**src/hdl/dma_chan_pkg.sv**
```systemverilog
// Package for the single DMA channel: register map, control fields, types.
// Assumes a 32-bit AHB-Lite register port and a simple request/ack system bus.
package dma_chan_pkg;

  // Printed register offsets; each is a word index, byte address is index times four
  localparam logic [31:0] CH3_CONTROL_OFS = 32'h5000353C;
  localparam logic [31:0] CH3_ITEM_INDEX_OFS = 32'h5000353E;
  localparam logic [31:0] SOURCE_START_LOW_OFS = 32'h50003540;
  localparam logic [31:0] SOURCE_START_HIGH_OFS = 32'h50003542;
  localparam logic [31:0] DEST_START_LOW_OFS = 32'h50003544;
  localparam logic [31:0] DEST_START_HIGH_OFS = 32'h50003546;
  localparam logic [31:0] IRQ_THRESHOLD_OFS = 32'h50003548;
  localparam logic [31:0] TRANSFER_LENGTH_OFS = 32'h5000354A;
  localparam logic [31:0] CHANNEL_CONTROL_OFS = 32'h5000354C;
  localparam logic [31:0] ITEM_INDEX_OFS = 32'h5000354E;

  // Channel control fields
  localparam int ON_BIT = 0;
  localparam int WIDTH_LSB = 1;
  localparam int IRQ_EN_BIT = 3;
  localparam int TRIG_BIT = 4;
  localparam int DINC_BIT = 5;
  localparam int SINC_BIT = 6;
  localparam int CIRC_BIT = 7;
  localparam int PRIO_LSB = 8;
  localparam int IDLE_BIT = 11;
  localparam int FILL_BIT = 12;
  localparam int SENSE_BIT = 13;
  localparam logic [15:0] CTRL_WMASK = 16'h3FFF;
  localparam logic [15:0] REG_RESET = 16'h0000;

  typedef enum logic [1:0] {
    ST_IDLE = 2'b00,
    ST_READ = 2'b01,
    ST_WRITE = 2'b10,
    ST_GAP = 2'b11
  } fsm_t;

  typedef struct packed {
    logic hsel;
    logic [31:0] haddr;
    logic [1:0] htrans;
    logic hwrite;
    logic [2:0] hsize;
    logic [31:0] hwdata;
    logic hready;
  } ahb_req_t;

  typedef struct packed {
    logic req;
    logic write;
    logic [1:0] size;
    logic [31:0] addr;
    logic [31:0] wdata;
  } mst_req_t;

endpackage

```
**src/hdl/dma_channel_control.sv**
```systemverilog
// Single register-controlled DMA channel with AHB-Lite register slave.
// Assumes a system bus that holds each request until a one-cycle ack and a
// competing lower-numbered channel that reports its request on chan3_req.
// Functional notes
// [RQ1] Width code 00 is 1 byte, 01 is 2, 10 is 4; 11 reserved.
// [RQ2] Channel-on 0 keeps channel idle and clocks gated; writing 1 enables.
// [RQ3] Hardware clears channel-on at completion in normal mode; circular keeps it. Code keeps it only in circular request-triggered mode.
// [RQ4] Read-only item index counts items, returns to zero at completion.
// [RQ5] Next addresses come from index, increment bits and item width.
// [RQ6] Source start address is two writable 16-bit halves.
// [RQ7] Destination start address is two writable 16-bit halves.
// [RQ8] Interrupt after an item when threshold equals index before increment.
// [RQ9] Threshold interrupt only while interrupt enable is one.
// [RQ10] Length N moves N plus one items.
// [RQ11] Sense 0 means level requests, 1 means rising-edge requests.
// [RQ12] Fill mode reads source once, writes it to every destination.
// [RQ13] A running fill is never preempted by another channel.
// [RQ14] Software avoids fill mode together with request-triggered mode.
// [RQ15] Idle bit 0: back-to-back copies, lower masters locked out.
// [RQ16] Idle bit 1: one wait cycle after each store.
// [RQ17] Idle setting ignored when request-triggered.
// [RQ18] Three-bit priority, higher value wins the bus.
// [RQ19] Equal priority: lower-numbered channel wins.
// [RQ20] Circular restarts with index reset; normal stops after length. Code restarts only in circular request-triggered mode.
// [RQ21] Source increment adds 1, 2 or 4 per item, else constant.
// [RQ22] Destination increment adds 1, 2 or 4 per item, else constant.
// [RQ23] Request mode 0 starts at once; 1 waits for peripheral requests.
// [RQ24] Interrupt enable bit 3: 0 suppresses, 1 allows.
// [RQ25] Each item is one read then one same-width write.
// [RQ26] Software programs everything before enabling, avoids reserved width.
`timescale 1ns/100ps
module dma_channel_control (
  input wire logic core_clk,
  input wire logic rst_n,
  input wire dma_chan_pkg::ahb_req_t ahb_in,
  output logic hreadyout,
  output logic hresp,
  output logic [31:0] hrdata,
  output dma_chan_pkg::mst_req_t mst_out,
  input wire logic mst_ack,
  input wire logic [31:0] mst_rdata,
  input wire logic periph_request,
  input wire logic chan3_req,
  input wire logic [15:0] chan3_index,
  output logic bus_lock,
  output logic irq,
  output logic chan_clk_en
);

  typedef struct packed {
    dma_chan_pkg::fsm_t fsm;
    logic [15:0] ctrl;
    logic [15:0] c3ctrl;
    logic [15:0] src_lo;
    logic [15:0] src_hi;
    logic [15:0] dst_lo;
    logic [15:0] dst_hi;
    logic [15:0] thr;
    logic [15:0] len;
    logic [15:0] idx;
    logic [31:0] data;
    logic req_s1;
    logic req_s2;
    logic req_s3;
    logic edge_pend;
    dma_chan_pkg::mst_req_t mst;
    logic lock;
    logic irq;
    logic clk_en;
    logic ap_valid;
    logic ap_write;
    logic [9:0] ap_idx;
    logic [31:0] rdata;
    logic ready;
  } state_t;

  state_t s_reg;
  state_t s_next;

  function automatic logic [2:0] width_bytes(input logic [1:0] code);
    case (code)
      2'b00: width_bytes = 3'h1; // [RQ1]
      2'b01: width_bytes = 3'h2; // [RQ1]
      2'b10: width_bytes = 3'h4; // [RQ1]
      default: width_bytes = 3'h0;
    endcase
  endfunction

  // Start address plus index times step, or start when not incrementing
  function automatic logic [31:0] addr_at(input logic [31:0] base, input logic [15:0] index,
                                          input logic inc, input logic [1:0] code);
    logic [31:0] step;
    step = {29'h0, width_bytes(code)};
    addr_at = inc ? base + 32'(index) * step : base; // [RQ5] [RQ21] [RQ22]
  endfunction

  // Only the low ten bits of a printed index are decoded
  function automatic logic reg_hit(input logic [9:0] ai, input logic [31:0] ofs);
    reg_hit = (ai == ofs[9:0]);
  endfunction

  logic trig_mode;
  logic fill_mode;
  logic idle_eff;
  logic rise;
  logic trigger_ok;
  logic wins;
  logic item_done;
  logic last_item;
  logic ctrl_wr;
  logic [31:0] src_start;
  logic [31:0] dst_start;

  assign trig_mode = s_reg.ctrl[dma_chan_pkg::TRIG_BIT];
  assign fill_mode = s_reg.ctrl[dma_chan_pkg::FILL_BIT];
  assign idle_eff = s_reg.ctrl[dma_chan_pkg::IDLE_BIT] & ~trig_mode; // [RQ17]
  assign rise = s_reg.req_s2 & ~s_reg.req_s3;
  assign src_start = {s_reg.src_hi, s_reg.src_lo};
  assign dst_start = {s_reg.dst_hi, s_reg.dst_lo};
  assign item_done = (s_reg.fsm == dma_chan_pkg::ST_WRITE) & mst_ack;
  assign last_item = (s_reg.idx == s_reg.len); // [RQ10]
  assign ctrl_wr = s_reg.ap_valid & s_reg.ap_write &
                   reg_hit(s_reg.ap_idx, dma_chan_pkg::CHANNEL_CONTROL_OFS);

  always_comb begin
    if (!trig_mode) begin
      trigger_ok = 1'b1; // [RQ23]
    end else if (s_reg.ctrl[dma_chan_pkg::SENSE_BIT]) begin
      trigger_ok = s_reg.edge_pend; // [RQ11]
    end else begin
      trigger_ok = s_reg.req_s2; // [RQ11]
    end
  end

  // Tie goes to the lower-numbered channel 3; a running fill keeps the bus
  assign wins = ~(chan3_req & s_reg.c3ctrl[dma_chan_pkg::ON_BIT]) | // [RQ18]
                (fill_mode & (s_reg.idx != 16'h0000)) | // [RQ13]
                (s_reg.ctrl[dma_chan_pkg::PRIO_LSB +: 3] >
                 s_reg.c3ctrl[dma_chan_pkg::PRIO_LSB +: 3]); // [RQ18] [RQ19]

  always_comb begin
    s_next = s_reg;
    s_next.irq = 1'b0;
    s_next.req_s1 = periph_request;
    s_next.req_s2 = s_reg.req_s1;
    s_next.req_s3 = s_reg.req_s2;
    // Set beats consume so a coinciding edge is kept
    s_next.edge_pend = rise | s_reg.edge_pend;

    case (s_reg.fsm)
      dma_chan_pkg::ST_IDLE: begin
        if (!s_reg.ctrl[dma_chan_pkg::ON_BIT]) begin
          s_next.idx = 16'h0000; // [RQ2]
          s_next.lock = 1'b0;
        end else if (trigger_ok && wins) begin
          s_next.edge_pend = rise;
          s_next.mst.req = 1'b1;
          s_next.mst.size = s_reg.ctrl[dma_chan_pkg::WIDTH_LSB +: 2];
          s_next.lock = ~idle_eff; // [RQ15]
          if (fill_mode && s_reg.idx != 16'h0000) begin
            s_next.fsm = dma_chan_pkg::ST_WRITE; // [RQ12]
            s_next.mst.write = 1'b1;
            s_next.mst.wdata = s_reg.data;
            s_next.mst.addr = addr_at(dst_start, s_reg.idx,
                                      s_reg.ctrl[dma_chan_pkg::DINC_BIT],
                                      s_reg.ctrl[dma_chan_pkg::WIDTH_LSB +: 2]);
          end else begin
            s_next.fsm = dma_chan_pkg::ST_READ; // [RQ25]
            s_next.mst.write = 1'b0;
            s_next.mst.addr = addr_at(src_start, s_reg.idx,
                                      s_reg.ctrl[dma_chan_pkg::SINC_BIT] & ~fill_mode,
                                      s_reg.ctrl[dma_chan_pkg::WIDTH_LSB +: 2]); // [RQ12]
          end
        end
      end
      dma_chan_pkg::ST_READ: begin
        if (mst_ack) begin
          s_next.fsm = dma_chan_pkg::ST_WRITE; // [RQ25]
          s_next.data = mst_rdata;
          s_next.mst.write = 1'b1;
          s_next.mst.wdata = mst_rdata;
          s_next.mst.addr = addr_at(dst_start, s_reg.idx,
                                    s_reg.ctrl[dma_chan_pkg::DINC_BIT],
                                    s_reg.ctrl[dma_chan_pkg::WIDTH_LSB +: 2]); // [RQ22]
        end
      end
      dma_chan_pkg::ST_WRITE: begin
        if (mst_ack) begin
          s_next.mst.req = 1'b0;
          s_next.mst.write = 1'b0;
          // Compared before the index moves on
          s_next.irq = s_reg.ctrl[dma_chan_pkg::IRQ_EN_BIT] &
                       (s_reg.thr == s_reg.idx); // [RQ8] [RQ9] [RQ24]
          s_next.fsm = idle_eff ? dma_chan_pkg::ST_GAP : dma_chan_pkg::ST_IDLE; // [RQ16]
          if (last_item) begin
            s_next.idx = 16'h0000; // [RQ4] [RQ20]
            s_next.lock = 1'b0;
            if (!(s_reg.ctrl[dma_chan_pkg::CIRC_BIT] && trig_mode)) begin
              s_next.ctrl[dma_chan_pkg::ON_BIT] = 1'b0; // [RQ3] [RQ20]
            end
          end else begin
            s_next.idx = s_reg.idx + 16'h0001; // [RQ4]
          end
        end
      end
      dma_chan_pkg::ST_GAP: begin
        s_next.fsm = dma_chan_pkg::ST_IDLE; // [RQ16]
      end
      default: begin
        s_next.fsm = dma_chan_pkg::ST_IDLE;
      end
    endcase

    // Data phase write; applied after the engine so a software set of the
    // on bit wins over a completion clear in the same cycle
    if (s_reg.ap_valid && s_reg.ap_write) begin
      if (reg_hit(s_reg.ap_idx, dma_chan_pkg::CH3_CONTROL_OFS)) begin
        s_next.c3ctrl = ahb_in.hwdata[15:0] & dma_chan_pkg::CTRL_WMASK;
      end
      if (reg_hit(s_reg.ap_idx, dma_chan_pkg::SOURCE_START_LOW_OFS)) begin
        s_next.src_lo = ahb_in.hwdata[15:0]; // [RQ6]
      end
      if (reg_hit(s_reg.ap_idx, dma_chan_pkg::SOURCE_START_HIGH_OFS)) begin
        s_next.src_hi = ahb_in.hwdata[15:0]; // [RQ6]
      end
      if (reg_hit(s_reg.ap_idx, dma_chan_pkg::DEST_START_LOW_OFS)) begin
        s_next.dst_lo = ahb_in.hwdata[15:0]; // [RQ7]
      end
      if (reg_hit(s_reg.ap_idx, dma_chan_pkg::DEST_START_HIGH_OFS)) begin
        s_next.dst_hi = ahb_in.hwdata[15:0]; // [RQ7]
      end
      if (reg_hit(s_reg.ap_idx, dma_chan_pkg::IRQ_THRESHOLD_OFS)) begin
        s_next.thr = ahb_in.hwdata[15:0];
      end
      if (reg_hit(s_reg.ap_idx, dma_chan_pkg::TRANSFER_LENGTH_OFS)) begin
        s_next.len = ahb_in.hwdata[15:0];
      end
      if (ctrl_wr) begin
        s_next.ctrl = ahb_in.hwdata[15:0] & dma_chan_pkg::CTRL_WMASK; // [RQ2]
      end
    end
    s_next.clk_en = s_next.ctrl[dma_chan_pkg::ON_BIT]; // [RQ2]

    // Address phase; read data comes from post-write values, zero wait
    s_next.ap_valid = ahb_in.hsel & ahb_in.htrans[1] & ahb_in.hready;
    s_next.ap_write = ahb_in.hwrite;
    s_next.ap_idx = ahb_in.haddr[11:2];
    s_next.ready = 1'b1;
    s_next.rdata = 32'h0000_0000;
    if (s_next.ap_valid && !ahb_in.hwrite) begin
      if (reg_hit(s_next.ap_idx, dma_chan_pkg::CH3_CONTROL_OFS)) begin
        s_next.rdata[15:0] = s_next.c3ctrl;
      end else if (reg_hit(s_next.ap_idx, dma_chan_pkg::CH3_ITEM_INDEX_OFS)) begin
        s_next.rdata[15:0] = chan3_index;
      end else if (reg_hit(s_next.ap_idx, dma_chan_pkg::SOURCE_START_LOW_OFS)) begin
        s_next.rdata[15:0] = s_next.src_lo;
      end else if (reg_hit(s_next.ap_idx, dma_chan_pkg::SOURCE_START_HIGH_OFS)) begin
        s_next.rdata[15:0] = s_next.src_hi;
      end else if (reg_hit(s_next.ap_idx, dma_chan_pkg::DEST_START_LOW_OFS)) begin
        s_next.rdata[15:0] = s_next.dst_lo;
      end else if (reg_hit(s_next.ap_idx, dma_chan_pkg::DEST_START_HIGH_OFS)) begin
        s_next.rdata[15:0] = s_next.dst_hi;
      end else if (reg_hit(s_next.ap_idx, dma_chan_pkg::IRQ_THRESHOLD_OFS)) begin
        s_next.rdata[15:0] = s_next.thr;
      end else if (reg_hit(s_next.ap_idx, dma_chan_pkg::TRANSFER_LENGTH_OFS)) begin
        s_next.rdata[15:0] = s_next.len;
      end else if (reg_hit(s_next.ap_idx, dma_chan_pkg::CHANNEL_CONTROL_OFS)) begin
        s_next.rdata[15:0] = s_next.ctrl;
      end else if (reg_hit(s_next.ap_idx, dma_chan_pkg::ITEM_INDEX_OFS)) begin
        s_next.rdata[15:0] = s_next.idx; // [RQ4]
      end
    end
  end

  always_ff @(posedge core_clk or negedge rst_n) begin
    if (!rst_n) begin
      s_reg <= '0;
    end else begin
      s_reg <= s_next;
    end
  end

  assign hreadyout = s_reg.ready;
  assign hresp = 1'b0 & s_reg.ready;
  assign hrdata = s_reg.rdata;
  assign mst_out = s_reg.mst;
  assign bus_lock = s_reg.lock;
  assign irq = s_reg.irq;
  assign chan_clk_en = s_reg.clk_en;
endmodule // dma_channel_control

```
**config.mk**
```make
export PLATFORM = sky130hd
export DESIGN_NAME = dma_channel_control
export DESIGN_NICKNAME = d
export VERILOG_FILES = /design/src/hdl/dma_chan_pkg.sv /design/src/hdl/dma_channel_control.sv
export SDC_FILE = /design/constraint.sdc
export NUM_CORES = 1
export LEC_CHECK = 0
export CAP_MARGIN = 40
export CORE_MARGIN = 1.5
export CORE_UTILIZATION = 40
export CTS_CLUSTER_SIZE = 8
export DETAILED_ROUTE_END_ITERATION = 6
export DONT_BUFFER_PORTS = 1
export GPL_ROUTABILITY_DRIVEN = 0
export MAX_ROUTING_LAYER = met4
export PLACE_DENSITY = 0.63
export SLEW_MARGIN = 25
export SYNTH_ARGS = -nofsm -noshare
export SYNTH_HDL_FRONTEND = slang
export SYNTH_SLANG_ARGS = --single-unit
```
**constraint.sdc**
```tcl
create_clock -name core_clk -period 4.7 [get_ports core_clk]
set_clock_uncertainty 0.1 [all_clocks]
set_input_delay 1.41 -clock core_clk [delete_from_list [all_inputs] [get_ports core_clk]]
set_output_delay 1.41 -clock core_clk [all_outputs]
set_load 0.02 [all_outputs]
```
==> flow_summary_export.csv <==
group,metric,value,unit
synthesis,yosys.area_share.simple,0.167,
grt,antenna_found_initial,0,
clocking,cts_tree,"built",
job,max_cap_viol_count,0,
worst_setup_path,cpLargestDelayFamily,"compound AO/OA/AOI/OAI gates",
worst_setup_path,reg2reg_depth,17,
sta,max_freq,219,MHz
grt,grt_pass1_vias,15000,
synthesis,synthTopCellsByArea,"dfrtp_1 38%, mux2_2 6.9%, nand2_1 5.7%",
die,initial_utilization,0.406,
clocking,path_clk_slew,0.05,ns
worst_setup_path,setup.worst_path.class,"flip-flop to flip-flop",
clocking,cts_max_path_buffers,3,
place,place_ws,-0.0939,ns
sta,fin_crit_sh,0.970,
worst_setup_path,path_cells,"buf_4, nor2b_1, buf_4, and2_1, fa_1, inv_1, fa_1, inv_1, ha_1, nor4_2, o21a_1, o211ai_1, a221o_1, buf_4, nand4_1, xnor2_1, a221o_1",
sta,fin_crit,4.56,ns
synthesis,ys.flop_type,"dfrtp_1",
clocking,clkLatencyLatePin,0.57,ns
clocking,cts_max_level,2,
synthesis,ys_types,81,
place,place_area,18700,um^2
sta,layout_setup_ws,0.142,ns
synthesis,yosysTopAreaCell,"dfrtp_1",
die,die_area,47400,um^2
synthesis,synth_top_family_by_area,"simple AND/OR/NAND/NOR gates",
power,power_leakage,8.93,nW
die,die_y,218,um
grt,grt_first_pass_wirelength,92.1,mm
worst_setup_path,startpoint_type,"flip-flop",
drt,wl,61.0,mm
power,p_total,0.00890,W
die,num_rows,78,
synthesis,avgSynthCellArea,9.04,um^2
clocking,clock-sinks,281,
place,io_buffers,0,
power,powerDensity,446,nW/um^2
worst_setup_path,critPathCaptureType,"flip-flop",
synthesis,synth-compound-area-share,0.156,
synthesis,synth_edf_count,0,
die,io_pins,230,
cells_and_area,drive_above_1_share,0.141,
sta,rsz0062_at_grt,"no",
grt,grt_max_degree,282,
synthesis,synth_xor_area_frac,0.0366,
drt,firstDrtPassIters,5,
clocking,numCtsBuffers,42,
worst_setup_path,path_buf_inv,5,
min_path,holdPathStages,0,
synthesis,synthArstFlopShare,1.00,
worst_setup_path,cp_slowest_cell,"fa_1",
drt,final_antenna_net_count,0,
cells_and_area,largest_reg_flops,159,
synthesis,synthAdderAreaFrac,0.0861,
sta,tns,0,ns
sta,setup_viol,0,
drt,drt_iter0_drc,1491,
synthesis,yosysWarnings,0,
worst_setup_path,cpMostUsedCell,"buf_4",
worst_setup_path,critical_path_depth,17,
drt,num_vias,15000,
grt,grt_overflow,0,
sta,slew_violations,0,
die,coreArea,45400,um^2
synthesis,synth_mux_area_frac,0.0783,
cells_and_area,fin_area,19900,um^2
synthesis,synth-seq-cells,281,
sta,finalHoldViolations,0,
synthesis,synth.most_common_cell,"dfrtp_1",
status,outcome,"completed",
place,dp.cells,2531,
worst_setup_path,path_max_fanout,16,
synthesis,syn-instance-count,2040,
sta,worstMarginPinSlew,0.829,ns
synthesis,synth_common_cells,"281 x dfrtp_1, 279 x nand2_1, 156 x inv_1",
worst_setup_path,required,5.03,ns
drt,post_drt_via_cell_ratio,5.81,
drt,drc_errors,0,
drt,post_drt_wl_per_cell,23.6,um
synthesis,yosysTopAreaCellShare,0.382,
clocking,cts_root_buf,"clkbuf_16",
worst_setup_path,arrival,4.89,ns
place,dp_hpwl,45.3,mm
grt,grt.total_usage,0.265,
sta,max_slew_margin,0.440,
synthesis,syn_area,18400,um^2
power,ir_drop,0.245,mV
min_path,hp-class,"flip-flop to flip-flop",
worst_setup_path,max_stage_delay,0.50,ns
cells_and_area,area_growth,8.19,%
cells_and_area,nNetsFinal,2200,
cells_and_area,instances_no_fill,2585,
die,fp.dieW,218,um
synthesis,ys_seq_area_frac,0.382,
-- layout by cell type, fill, tap and decap left out, types with 10 or more instances in the layout --
master	count
dfrtp_1	281
nand2_1	278
inv_1	156
o21ai_0	148
a21oi_1	116
mux2_2	113
nor2_1	107
buf_4	77
and2_1	55
xnor2_1	52
ha_1	49
fa_1	47
clkbuf_16	43
nand3_1	31
xor2_1	25
nand4_1	23
a21o_1	21
conb_1	18
mux2i_1	17
nor3_1	17
nand2b_1	17
a31oi_1	17
a211oi_1	16
nor2b_1	14
nor4_1	12
a22oi_1	12
o211ai_1	11
o221ai_1	11
o31ai_1	11
and4_1	10
or3_1	10
and3_1	10
o22ai_1	10
-- final timing paths --
path,endpoint,from,slack [ns]
min reg2reg,s_reg[117]$_DFF_PN0_,s_next[117]$_DFF_PN0_,0.30
max,mst_out[61]$_DFFE_PN0P_,s_reg[282]$_DFF_PN0_,0.14
min,s_reg[117]$_DFF_PN0_,s_next[117]$_DFF_PN0_,0.30
max in group asynchronous,s_reg[148]$_DFFE_PN0P_,rst_n,3.50
min in group asynchronous,s_reg[291]$_DFF_PN0_,rst_n,0.50
max reg2reg,mst_out[61]$_DFFE_PN0P_,s_reg[282]$_DFF_PN0_,0.14
-- layout make-up --
| type | instances | area, um^2 |
|---|---|---|
| tap | 600 | 751 |
| sequential | 281 | 7030 |
| multi-input combinational | 1414 | 9810 |
| inverter | 158 | 593 |
| fill | 4409 | 25400 |
| clock buffer | 46 | 1090 |
| timing repair buffer | 80 | 619 |
| antenna | 1 | 2.50 |
| clock inverter | 5 | 47.5 |
-- power breakdown --
part	switching [W]	total [W]	leakage, nW	internal, W
clock network	0.00111	0.00273	0.560	0.00162
registers	0.000628	0.00350	3.38	0.00287
logic	0.00161	0.00267	4.99	0.00106
total	0.00335	0.00890	8.93	0.00555
-- per-layer routing --
layer | share of wire | vias to the layer above | global-route usage
met3 | 0.11 | 181 | 0.0728
met4 | 0.053 | 0 | 0.123
met1 | 0.41 | 7280 | 0.342
met5 | 0 | - | -
met2 | 0.43 | 794 | 0.386
li1 | - | 6772 | -
-- metrics by stage --
step | util | hold slack (ns)
after floorplan | - | 0.231
after global placement | 0.412 | 0.301
after detailed placement | 0.412 | 0.292
after CTS | 0.437 | 0.300
after global routing | 0.439 | 0.325
final | 0.439 | 0.300
-- worst reg2reg max path, delay by kind of cell (launching register included) --
family,cells,cell delay (ns)
XOR/XNOR,1,0.08
AO/OA/AOI/OAI,4,1.21
AND/OR/NAND/NOR,4,0.85
buffers and inverters,5,0.62
adder cells (fa/ha/maj),3,1.20
flip-flops,1,0.39
-- logic make-up after synthesis --
family | after synthesis
xor gates and xnor gates | 77
AOI/OAI and AO/OA | 460
adders and majority gates | 98
other | 2
and+or+nand+nor | 631
muxes | 130
buffers and inverters | 361
DFF | 281
-- what timing repair did --
action | in CTS | in global routing
hold buffers | 0 | 0
setup endpoints to repair | 6 | 18
endpoints found under the hold margin | 0 | 0
resized for setup | 1 | 15
setup buffers | 0 | 1
pin swaps | 0 | 5
Power figures use the tool's default switching activity.
